$ cat src/design/pin_function_pkg.sv
// Constants, register map and reset values for the pin function block.
// Assumes an APB master with 32-bit data and byte strobes (pstrb).
package pin_function_pkg;

  // Widths
  localparam int PORT_W   = 16;
  localparam int LOW_W    = 8;
  localparam int CAP_W    = 8;
  localparam int PULL_W   = 7;
  localparam int BUS_PINS = 11;
  localparam int HI_ADR_W = 3;
  localparam int CS_W     = 3;

  // Register indices; byte address is four times the index
  localparam logic [31:0] IDX_PULLUP     = 32'h0fff_fc48;
  localparam logic [31:0] IDX_DH_MODE    = 32'hffff_f046;
  localparam logic [31:0] IDX_CS_MODE    = 32'hffff_f048;
  localparam logic [31:0] IDX_CT_MODE    = 32'hffff_f04a;
  localparam logic [31:0] IDX_LATCH      = 32'hffff_f412;
  localparam logic [31:0] IDX_DIR        = 32'hffff_f432;
  localparam logic [31:0] IDX_ALT        = 32'hffff_f452;
  localparam logic [31:0] IDX_FSEL       = 32'hffff_f472;
  localparam logic [31:0] IDX_CM_MODE    = 32'hffff_f04c;
  localparam logic [31:0] IDX_BUS_LATCH  = 32'hffff_f04e;
  localparam logic [31:0] IDX_BUS_DIR    = 32'hffff_f050;

  // Decoding uses these index bits, taken from paddr above the word bits
  localparam int IDX_DEC_W = 12;
  localparam int ADDR_LSB  = 2;

  // Reset values
  localparam logic [15:0] LATCH_RST       = 16'h0000;
  localparam logic [15:0] DIR_RST         = 16'hffff;
  localparam logic [15:0] ALT_SINGLE      = 16'h0000;
  localparam logic [15:0] ALT_ROMLESS     = 16'hffff;
  localparam logic [15:0] FSEL_RST        = 16'h0000;
  localparam logic [7:0]  PULL_RST        = 8'h00;
  localparam logic [7:0]  MODE_SINGLE     = 8'h00;
  localparam logic [7:0]  CM_ROMLESS      = 8'h01;
  localparam logic [7:0]  CS_ROMLESS      = 8'h07;
  localparam logic [7:0]  DH_ROMLESS      = 8'h07;
  localparam logic [10:0] BUS_LATCH_RST   = 11'h000;
  localparam logic [10:0] BUS_DIR_RST     = 11'h7ff;

  // Implemented bits
  localparam logic [15:0] FSEL_MASK = 16'hff00;
  localparam logic [7:0]  PULL_MASK = 8'h7f;
  localparam logic [7:0]  CM_MASK   = 8'h03;
  localparam logic [7:0]  CS_MASK   = 8'h07;
  localparam logic [7:0]  CT_MASK   = 8'h13;
  localparam logic [7:0]  DH_MASK   = 8'h07;

  // Mode bit positions
  localparam int CM_WAIT_BIT = 0;
  localparam int CM_CLK_BIT  = 1;
  localparam int CT_WRL_BIT  = 0;
  localparam int CT_WRH_BIT  = 1;
  localparam int CT_RD_BIT   = 4;

  // Bus-control pins that the alternate function drives (wait is input)
  localparam logic [10:0] BUS_DRIVE_MASK = 11'h7fe;

  // Strap settling before mode registers load
  localparam logic [2:0] INIT_CYCLES = 3'h5;

  typedef enum logic [3:0] {
    SEL_NONE, SEL_PULLUP, SEL_DH, SEL_CS, SEL_CT, SEL_CM,
    SEL_LATCH, SEL_DIR, SEL_ALT, SEL_FSEL, SEL_BUS_LATCH, SEL_BUS_DIR
  } reg_sel_e;

endpackage : pin_function_pkg

$ cat src/design/bus_port_pin_function_control.sv
// APB register block steering an address/timer port, bus-control pins and
// pull-up enables. Assumes pins come from pads outside the pclk domain and
// bus/timer signals from logic on pclk.
//
// What this block does
// - Sixteen address/timer pins, direction per pin
// - Output pins drive latch bits, latch resets zero
// - Direction 0 output, 1 input, resets ones
// - Whole registers taken as 16-bit quantities
// - Byte halves separately writable via strobes
// - Lower pins: mode 1 drives address line
// - Alt-enable reset zeros single-chip, ones ROMless
// - Upper pins: select address or capture input
// - Function select upper byte only, resets zero
// - Lower function-select half ignores writes
// - Pull-up bit 1 connects, resets zero
// - Wait/clock mode bits, reset 00H or 01H
// - Chip-select mode bits, reset 00H or 07H
// - Strobe mode bits 0, 1, 4
// - Upper-address mode 0 means general pin
// - Bus-control pins individually input or output
// - Upper-address mode 1 drives lines 16-18
//
// The APB slave port is this design's own decision.
`timescale 1ns/100ps
`default_nettype none

module bus_port_pin_function_control
  import pin_function_pkg::*;
#(
  parameter int          ADDR_W              = 16,
  parameter logic [7:0]  STROBE_ROMLESS      = 8'h13
) (
  // Clock and reset
  input  wire logic                        pclk,
  input  wire logic                        presetn,
  // Boot strap: high selects ROMless mode
  input  wire logic                        romless_strap,
  // APB slave
  input  wire logic                        psel,
  input  wire logic                        penable,
  input  wire logic                        pwrite,
  input  wire logic [ADDR_W-1:0]           paddr,
  input  wire logic [31:0]                 pwdata,
  input  wire logic [3:0]                  pstrb,
  output logic                             pready,
  output logic [31:0]                      prdata,
  output logic                             pslverr,
  // Address/timer port pins
  input  wire logic [pin_function_pkg::PORT_W-1:0]   port_pin_in,
  output logic [pin_function_pkg::PORT_W-1:0]        port_pin_out,
  output logic [pin_function_pkg::PORT_W-1:0]        port_pin_oe,
  // Alternate sources and sinks for the address/timer port
  input  wire logic [pin_function_pkg::PORT_W-1:0]   address_line_output,
  output logic [pin_function_pkg::CAP_W-1:0]         timer_capture_input,
  // Bus-control pins: 0 wait, 1 clock, 4:2 chip select, 7:5 strobes, 10:8 A16-18
  input  wire logic [pin_function_pkg::BUS_PINS-1:0] bus_pin_in,
  output logic [pin_function_pkg::BUS_PINS-1:0]      bus_pin_out,
  output logic [pin_function_pkg::BUS_PINS-1:0]      bus_pin_oe,
  // Bus controller signals routed to and from those pins
  input  wire logic                                  clock_output_pin,
  input  wire logic [pin_function_pkg::CS_W-1:0]     chip_select_output,
  input  wire logic                                  lower_write_strobe,
  input  wire logic                                  upper_write_strobe,
  input  wire logic                                  read_strobe,
  input  wire logic [pin_function_pkg::HI_ADR_W-1:0] upper_address_output,
  output logic                                       bus_wait_input,
  // Pull-up enables of the serial/timer port
  output logic [pin_function_pkg::PULL_W-1:0]        pullup_enable
);
  import pin_function_pkg::*;

  typedef struct packed {
    // Registers software sees
    logic [PORT_W-1:0]   latch;
    logic [PORT_W-1:0]   dir;
    logic [PORT_W-1:0]   alt;
    logic [PORT_W-1:0]   fsel;
    logic [7:0]          pull;
    logic [7:0]          cm_mode;
    logic [7:0]          cs_mode;
    logic [7:0]          ct_mode;
    logic [7:0]          dh_mode;
    logic [BUS_PINS-1:0] bus_latch;
    logic [BUS_PINS-1:0] bus_dir;

    // Pad and strap synchronisers
    logic [PORT_W-1:0]   p_s1;
    logic [PORT_W-1:0]   p_s2;
    logic [PORT_W-1:0]   p_s3;
    logic [PORT_W-1:0]   p_lvl;
    logic [BUS_PINS-1:0] b_s1;
    logic [BUS_PINS-1:0] b_s2;
    logic [BUS_PINS-1:0] b_s3;
    logic [BUS_PINS-1:0] b_lvl;
    logic                st_s1;
    logic                st_s2;
    logic                st_s3;
    logic                st_lvl;

    // Strap load and bus answer
    logic [2:0]          init_cnt;
    logic                init_done;
    logic                pready;
    logic                pslverr;
    logic [31:0]         prdata;

    // Flopped copies of the outputs
    logic [PORT_W-1:0]   p_out;
    logic [PORT_W-1:0]   p_oe;
    logic [CAP_W-1:0]    cap;
    logic [BUS_PINS-1:0] b_out;
    logic [BUS_PINS-1:0] b_oe;
    logic                wait_in;
    logic [PULL_W-1:0]   pull_en;
  } state_s;

  state_s q;
  state_s d;

  // Low index bits only; upper bits alias
  function automatic reg_sel_e decode(input logic [ADDR_W-1:0] a);
    logic [IDX_DEC_W-1:0] idx;
    idx = a[ADDR_LSB +: IDX_DEC_W];
    if      (idx == IDX_PULLUP[IDX_DEC_W-1:0])    decode = SEL_PULLUP;
    else if (idx == IDX_DH_MODE[IDX_DEC_W-1:0])   decode = SEL_DH;
    else if (idx == IDX_CS_MODE[IDX_DEC_W-1:0])   decode = SEL_CS;
    else if (idx == IDX_CT_MODE[IDX_DEC_W-1:0])   decode = SEL_CT;
    else if (idx == IDX_CM_MODE[IDX_DEC_W-1:0])   decode = SEL_CM;
    else if (idx == IDX_LATCH[IDX_DEC_W-1:0])     decode = SEL_LATCH;
    else if (idx == IDX_DIR[IDX_DEC_W-1:0])       decode = SEL_DIR;
    else if (idx == IDX_ALT[IDX_DEC_W-1:0])       decode = SEL_ALT;
    else if (idx == IDX_FSEL[IDX_DEC_W-1:0])      decode = SEL_FSEL;
    else if (idx == IDX_BUS_LATCH[IDX_DEC_W-1:0]) decode = SEL_BUS_LATCH;
    else if (idx == IDX_BUS_DIR[IDX_DEC_W-1:0])   decode = SEL_BUS_DIR;
    else                                          decode = SEL_NONE;
  endfunction : decode

  // Byte lanes 0 and 1 update independently of each other
  function automatic logic [15:0] merge16(input logic [15:0] old,
                                          input logic [31:0] wd,
                                          input logic [3:0]  strb);
    merge16[7:0]  = strb[0] ? wd[7:0]  : old[7:0];
    merge16[15:8] = strb[1] ? wd[15:8] : old[15:8];
  endfunction : merge16

  // Byte registers sit in lane 0
  function automatic logic [7:0] merge8(input logic [7:0]  old,
                                        input logic [31:0] wd,
                                        input logic [3:0]  strb,
                                        input logic [7:0]  mask);
    merge8 = strb[0] ? (wd[7:0] & mask) : old;
  endfunction : merge8

  // Input pins read back as pin level, output pins as latch
  function automatic logic [15:0] port_read(input logic [15:0] lat,
                                            input logic [15:0] dr,
                                            input logic [15:0] lvl);
    port_read = (dr & lvl) | (~dr & lat);
  endfunction : port_read

  reg_sel_e            sel;
  logic                access;
  logic                wr;
  logic [31:0]         rdata;
  logic [BUS_PINS-1:0] bus_alt;
  logic [BUS_PINS-1:0] bus_val;
  // Bus-pin registers widened for lane merging
  logic [15:0]         bus_wide;

  always_comb begin
    d       = q;
    sel     = decode(paddr);
    access  = psel & penable & q.pready;
    wr      = access & pwrite;
    rdata   = 32'h0000_0000;
    bus_alt = {BUS_PINS{1'b0}};
    bus_val = {BUS_PINS{1'b0}};
    bus_wide = 16'h0000;

    // Three-stage pin synchronisers; a change counts once stages 2 and 3 agree
    // so a one-cycle pad glitch never reaches software
    d.p_s1  = port_pin_in;
    d.p_s2  = q.p_s1;
    d.p_s3  = q.p_s2;
    d.p_lvl = (~(q.p_s2 ^ q.p_s3) & q.p_s3) | ((q.p_s2 ^ q.p_s3) & q.p_lvl);
    d.b_s1  = bus_pin_in;
    d.b_s2  = q.b_s1;
    d.b_s3  = q.b_s2;
    d.b_lvl = (~(q.b_s2 ^ q.b_s3) & q.b_s3) | ((q.b_s2 ^ q.b_s3) & q.b_lvl);
    d.st_s1 = romless_strap;
    d.st_s2 = q.st_s1;
    d.st_s3 = q.st_s2;
    if (q.st_s2 == q.st_s3) begin
      d.st_lvl = q.st_s3;
    end

    // Mode controls load from the strap once it has settled after reset
    // Requests stall meanwhile; no read sees a half-set mode
    if (!q.init_done) begin
      if (q.init_cnt == INIT_CYCLES) begin
        d.init_done = 1'b1;
        if (q.st_lvl) begin
          d.alt     = ALT_ROMLESS;
          d.cm_mode = CM_ROMLESS;
          d.cs_mode = CS_ROMLESS;
          d.ct_mode = STROBE_ROMLESS & CT_MASK;
          d.dh_mode = DH_ROMLESS;
        end else begin
          d.alt     = ALT_SINGLE;
          d.cm_mode = MODE_SINGLE;
          d.cs_mode = MODE_SINGLE;
          d.ct_mode = MODE_SINGLE;
          d.dh_mode = MODE_SINGLE;
        end
      end else begin
        d.init_cnt = q.init_cnt + 3'h1;
      end
    end

    // Register writes, per byte lane
    // They land at the edge where pready is sampled high
    if (wr) begin
      case (sel)
        SEL_LATCH:     d.latch = merge16(q.latch, pwdata, pstrb);
        SEL_DIR:       d.dir   = merge16(q.dir, pwdata, pstrb);
        SEL_ALT:       d.alt   = merge16(q.alt, pwdata, pstrb);
        // Lower half is not implemented, so its writes vanish
        SEL_FSEL:      d.fsel  = merge16(q.fsel, pwdata, pstrb)
                                 & FSEL_MASK;
        SEL_PULLUP:    d.pull  = merge8(q.pull, pwdata, pstrb,
                                        PULL_MASK);
        SEL_CM:        d.cm_mode = merge8(q.cm_mode, pwdata, pstrb,
                                          CM_MASK);
        SEL_CS:        d.cs_mode = merge8(q.cs_mode, pwdata, pstrb,
                                          CS_MASK);
        SEL_CT:        d.ct_mode = merge8(q.ct_mode, pwdata, pstrb,
                                          CT_MASK);
        SEL_DH:        d.dh_mode = merge8(q.dh_mode, pwdata, pstrb,
                                          DH_MASK);
        SEL_BUS_LATCH: begin
          bus_wide    = merge16({5'h00, q.bus_latch}, pwdata, pstrb);
          d.bus_latch = bus_wide[BUS_PINS-1:0];
        end
        SEL_BUS_DIR: begin
          bus_wide  = merge16({5'h00, q.bus_dir}, pwdata, pstrb);
          d.bus_dir = bus_wide[BUS_PINS-1:0];
        end
        default: begin
        end
      endcase
    end

    // Read data, presented with pready in the access phase
    // Unmapped indices read zero; pslverr flags them
    case (sel)
      SEL_LATCH:     rdata[15:0] = port_read(q.latch, q.dir, q.p_lvl);
      SEL_DIR:       rdata[15:0] = q.dir;
      SEL_ALT:       rdata[15:0] = q.alt;
      SEL_FSEL:      rdata[15:0] = q.fsel & FSEL_MASK;
      SEL_PULLUP:    rdata[7:0]  = q.pull;
      SEL_CM:        rdata[7:0]  = q.cm_mode;
      SEL_CS:        rdata[7:0]  = q.cs_mode;
      SEL_CT:        rdata[7:0]  = q.ct_mode;
      SEL_DH:        rdata[7:0]  = q.dh_mode;
      SEL_BUS_LATCH: rdata[15:0] = port_read({5'h00, q.bus_latch},
                                             {5'h00, q.bus_dir},
                                             {5'h00, q.b_lvl});
      SEL_BUS_DIR:   rdata[BUS_PINS-1:0] = q.bus_dir;
      default:       rdata = 32'h0000_0000;
    endcase

    // One-cycle answer; held off until mode controls have loaded
    d.pready  = psel & ~q.pready & q.init_done;
    d.prdata  = (psel & ~q.pready & ~pwrite) ? rdata : 32'h0000_0000;
    d.pslverr = psel & ~q.pready & q.init_done & (sel == SEL_NONE);

    // Address/timer port pin control
    // Flopped enables cannot glitch, at one cycle of lag
    for (int i = 0; i < PORT_W; i++) begin
      if (q.alt[i] && (i < LOW_W || !q.fsel[i])) begin
        d.p_out[i] = address_line_output[i];
        d.p_oe[i]  = 1'b1;
      end else if (q.alt[i]) begin
        d.p_out[i] = 1'b0;
        d.p_oe[i]  = 1'b0;
      end else begin
        d.p_out[i] = q.latch[i];
        d.p_oe[i]  = ~q.dir[i];
      end
    end
    // Capture sees the synchronised level only
    for (int j = 0; j < CAP_W; j++) begin
      d.cap[j] = q.alt[LOW_W+j] & q.fsel[LOW_W+j] & q.p_lvl[LOW_W+j];
    end

    // Bus-control pins: alternate where the mode bit is set
    // Wait is input-only, so its mode releases the pad
    bus_alt = {q.dh_mode[HI_ADR_W-1:0], q.ct_mode[CT_RD_BIT],
               q.ct_mode[CT_WRH_BIT], q.ct_mode[CT_WRL_BIT],
               q.cs_mode[CS_W-1:0], q.cm_mode[CM_CLK_BIT],
               q.cm_mode[CM_WAIT_BIT]};
    bus_val = {upper_address_output, read_strobe, upper_write_strobe,
               lower_write_strobe, chip_select_output,
               clock_output_pin, 1'b0};
    d.b_out = (bus_alt & bus_val) | (~bus_alt & q.bus_latch);
    d.b_oe  = (bus_alt & BUS_DRIVE_MASK)
            | (~bus_alt & ~q.bus_dir);
    d.wait_in = q.cm_mode[CM_WAIT_BIT] & q.b_lvl[0];

    d.pull_en = q.pull[PULL_W-1:0];
  end

  // Modes reset single-chip; the strap loads them later
  always_ff @(posedge pclk or negedge presetn) begin
    if (!presetn) begin
      q.latch     <= LATCH_RST;
      q.dir       <= DIR_RST;
      q.alt       <= ALT_SINGLE;
      q.fsel      <= FSEL_RST;
      q.pull      <= PULL_RST;
      q.cm_mode   <= MODE_SINGLE;
      q.cs_mode   <= MODE_SINGLE;
      q.ct_mode   <= MODE_SINGLE;
      q.dh_mode   <= MODE_SINGLE;
      q.bus_latch <= BUS_LATCH_RST;
      q.bus_dir   <= BUS_DIR_RST;
      q.p_s1      <= '0;
      q.p_s2      <= '0;
      q.p_s3      <= '0;
      q.p_lvl     <= '0;
      q.b_s1      <= '0;
      q.b_s2      <= '0;
      q.b_s3      <= '0;
      q.b_lvl     <= '0;
      q.st_s1     <= 1'b0;
      q.st_s2     <= 1'b0;
      q.st_s3     <= 1'b0;
      q.st_lvl    <= 1'b0;
      q.init_cnt  <= 3'h0;
      q.init_done <= 1'b0;
      q.pready    <= 1'b0;
      q.pslverr   <= 1'b0;
      q.prdata    <= 32'h0000_0000;
      q.p_out     <= '0;
      q.p_oe      <= '0;
      q.cap       <= '0;
      q.b_out     <= '0;
      q.b_oe      <= '0;
      q.wait_in   <= 1'b0;
      q.pull_en   <= '0;
    end else begin
      q <= d;
    end
  end

  // Outputs come straight from flip-flops
  assign pready              = q.pready;
  assign prdata              = q.prdata;
  assign pslverr             = q.pslverr;
  assign port_pin_out        = q.p_out;
  assign port_pin_oe         = q.p_oe;
  assign timer_capture_input = q.cap;
  assign bus_pin_out         = q.b_out;
  assign bus_pin_oe          = q.b_oe;
  assign bus_wait_input      = q.wait_in;
  assign pullup_enable       = q.pull_en;

endmodule : bus_port_pin_function_control

`default_nettype wire

$ cat config.mk
export PLATFORM = sky130hd
export DESIGN_NAME = bus_port_pin_function_control
export DESIGN_NICKNAME = d
export VERILOG_FILES = /design/src/design/pin_function_pkg.sv /design/src/design/bus_port_pin_function_control.sv
export SDC_FILE = /design/constraint.sdc
export NUM_CORES = 1
export LEC_CHECK = 0
export BUFFER_PORTS_ARGS = -buffer_cell sky130_fd_sc_hd__buf_4
export CORE_UTILIZATION = 50
export CTS_CLUSTER_DIAMETER = 120
export DETAILED_ROUTE_END_ITERATION = 10
export HOLD_SLACK_MARGIN = 0.15
export PLACE_DENSITY = 0.8
export SLEW_MARGIN = 20
export SYNTH_ARGS = -nofsm -noshare
export SYNTH_HDL_FRONTEND = slang
export SYNTH_SLANG_ARGS = --single-unit
$ cat constraint.sdc
create_clock -name pclk -period 2.25 [get_ports pclk]
set_input_delay 0.3375 -clock pclk [delete_from_list [all_inputs] [get_ports pclk]]
set_output_delay 0.3375 -clock pclk [all_outputs]
set_load 0.01 [all_outputs]
==> results.ini <==
[clock_tree]
cts_root_buffer = clkbuf_16
cts_buffers = 34
insertion_delay_ns = 0.51
clk_pin_slew_ns = 0.06
htree_levels = 2
clk_path_buf_depth = 3
tritoncts = done
clock_sinks = 321

[cells_and_area]
drive_gt1_frac = 0.4008
fillCellCount = 1807
nets = 1278
final_core_util = 0.6495
area_growth_pct = 27.37

[hold_path]
hold_end = pready
min-delay-start = psel
hold_depth = 2
min_path_type = in2reg

[die]
coreArea_sq_mm = 0.02518
io_pins = 215
row_count = 58
die_width_um = 162.3
die_h_um = 162.3
dieArea_sq_mm = 0.02633
initial_core_util = 0.5099

[power]
power.leakage_nw = 7.544
ir_drop_uv = 642.6
p_sw_frac = 0.2134
internal-power_mw = 10.05
seqPwrFrac = 0.480
p_comb_frac = 0.058
p_per_area_mw_per_mm2 = 781.5
p_clk_frac = 0.461
power_switching_mw = 2.727

[routing]
wl_mm = 30.93
avgRoutedWirePerCell_um = 20.34
drc_errors = 0
vias = 8328
ant_nets = 0
routed_via_density = 5.475
drtPass1Iterations = 5
drt-initial-drc-count = 682

[timing]
rsz0062_at_grt = false
hold_slack_ns = 0.1715
finalClockSkew_ns = 0.01771
period_share = 0.9129
setup_viol = 0
hold_violations = 0
slew_violations = 0
setup-tns-final_ns = 0
worstMarginPinSlew_ns = 0.5029
max_freq_mhz = 486.9
slew_headroom = 0.6616
min_period_ns = 2.054

[setup_path]
required_ns = 2.64
r2r_slack_ns = 0.29
start_kind = input pin
timing.rr.start = pready
worstPathArrival_ns = 2.45
r2r_cells = 5
cp_max_fo = 5
endpoint_kind = flip-flop
worstSetupPathType = in2reg
worstReg2RegEnd = q[237]

[place]
hpwl_mm = 21.00
io_buffer_count = 176
gp_congestion = 0.8846

[run_status]
status = complete, no violations

[grt]
track_usage = 0.2410
grt_pass1_wl_mm = 48.26
antenna_found_initial = 1
grt_pass1_vias = 8565
grt-ovfl-total = 0
grt_max_degree = 77

[logic_synthesis]
async_reset_ff_frac = 1.000
ys_ff_latch = 321
synthCells = 926
yosysSeqAreaShare = 0.6282
synth_cell_types = 67
yosysWarnings = 0
avgSynthCellArea_sq_um = 13.87
ys.flop_type = dfrtp_1
synth_area_sq_mm = 0.01284
synth-edff-count = 0

[run]
cap_violations = 0

## final cells by class
class,instances,area (sq um),area share
Tap cell,330,412.9,0.02524
Multi-Input combinational cell,475,3938,0.2407
Clock inverter,12,167.7,0.01025
Clock buffer,49,1041,0.06365
Inverter,16,60.06,0.003672
Sequential cell,321,8066,0.4932
Timing Repair Buffer,317,2668,0.1631
Antenna cell,1,2.502,0.0001530
## cells in the final DEF (no fill, tap or decap), types with 5 or more instances in the layout
| master | Yosys | layout |
|---|---|---|
| clkbuf_16 | 0 | 37 |
| o21ai_0 | 24 | 23 |
| nand2_1 | 34 | 34 |
| nor2_1 | 16 | 16 |
| clkbuf_8 | 0 | 7 |
| buf_12 | 0 | 9 |
| a22oi_1 | 14 | 14 |
| dfrtp_1 | 294 | 294 |
| maj3_1 | 28 | 28 |
| dfstp_2 | 27 | 27 |
| a31oi_1 | 10 | 10 |
| nand3_1 | 7 | 7 |
| nand3b_1 | 15 | 15 |
| clkbuf_1 | 15 | 5 |
| a32oi_1 | 6 | 6 |
| a222oi_1 | 8 | 8 |
| buf_4 | 101 | 240 |
| and2_1 | 22 | 22 |
| a21oi_1 | 10 | 10 |
| conb_1 | 1 | 16 |
| dlygate4sd3_1 | 0 | 67 |
| mux2i_1 | 22 | 22 |
| nor2b_1 | 6 | 6 |
| inv_1 | 14 | 14 |
| o221a_2 | 25 | 25 |
| mux2_4 | 6 | 15 |
| clkinv_2 | 0 | 6 |
| a22o_1 | 5 | 5 |
| mux2_2 | 94 | 85 |
| and3_1 | 22 | 22 |
| nand2b_1 | 21 | 21 |
## state kept, by name, indices dropped and copies added (netlist names), 7 cells and up, named ones only
register             count
prdata                  16
bus_alt                 11
bus_pin_oe              11
bus_pin_out             11
timer_capture_input      8
port_pin_oe             16
d                       63
q                      132
pullup_enable            7
port_pin_out            16
## worst max-delay path: stages
cell,delay [ns]
buf_4,0.11
or3b_2,0.55
or4_4,0.60
nor3_4,0.14
buf_4,0.16
buf_4,0.16
a222oi_1,0.09
a31oi_1,0.30
## power groups by stage
| stage | Sequential (mW) | Clock (mW) | Combinational, mW |
|---|---|---|---|
| after global placement | 6.23 | 0 | 0.633 |
| final | 6.14 | 5.90 | 0.745 |
| after CTS | 6.14 | 5.99 | 0.749 |
| after floorplan | 6.17 | 0 | 0.320 |
| after global routing | 6.16 | 6.23 | 0.814 |
| after detailed placement | 6.23 | 0 | 0.651 |
## worst max path at each step
stage / start / endpoint / depth (start not counted)
after global placement: paddr[5] / prdata[0] / 8
after detailed placement: paddr[5] / prdata[0] / 8
after CTS: paddr[5] / prdata[0] / 8
final: paddr[5] / prdata[0] / 8
after floorplan: paddr[12] / q[334] / 8
after global routing: paddr[5] / prdata[0] / 8
## synth_stat cells (all sizes together), types with 6 or more instances
| library cell | number | area, sq um |
|---|---|---|
| a21oi | 10 | 50.05 |
| nor2 | 16 | 60.06 |
| nand2 | 36 | 150.1 |
| nor4 | 8 | 86.33 |
| a222oi | 8 | 80.08 |
| nand3 | 7 | 35.03 |
| a22oi | 14 | 105.1 |
| inv | 15 | 56.30 |
| a32oi | 6 | 52.55 |
| and2 | 22 | 137.6 |
| nand3b | 15 | 112.6 |
| mux2 | 100 | 1149 |
| nor2b | 6 | 37.54 |
| a31oi | 10 | 62.56 |
| maj3 | 28 | 280.3 |
| mux2i | 22 | 220.2 |
| o221a | 25 | 281.5 |
| dfrtp | 294 | 7357 |
| buf | 114 | 832.1 |
| clkbuf | 15 | 56.30 |
| dfstp | 27 | 709.4 |
| and3 | 22 | 137.6 |
| nand2b | 21 | 131.4 |
| o21ai | 24 | 120.1 |
## layer usage
layer | vias up | global-route usage | part of all wire
li1 | 3692 | - | -
met4 | 0 | 0.08877 | 0.032
met1 | 4168 | 0.3434 | 0.43
met5 | - | 0 | 0
met2 | 392 | 0.3638 | 0.46
met3 | 76 | 0.05235 | 0.081
## logic make-up after synthesis
logic type / share of synthesized area
fa+ha+maj: 0.02377
buf+inv: 0.07386
xor+xnor: 0.002047
mux: 0.1084
simple gates: 0.08399
flops: 0.6282
other cells: 0.0002920
compound gates: 0.07951
## stage by stage
stage | setup WS [ns] | power [mW] | instance area (sq um) | std cells
5_1_grt | 0.08634 | 13.21 | 16360 | 1521
3_3_place_gp | -0.2569 | 6.864 | 14470 | 1392
3_5_place_dp | -0.2697 | 6.885 | 14470 | 1392
2_1_floorplan | -0.2308 | 6.495 | 12980 | 941
6_report | 0.1960 | 12.78 | 16360 | 1521
4_1_cts | 0.2477 | 12.87 | 16350 | 1520
## repair_timing
item	4_1_cts	5_1_grt
hold buffers	67	0
hold endpoints to repair	153	0
resized for setup	0	0
buffers inserted	0	0
Note: power is estimated with default switching activity, not from simulation.
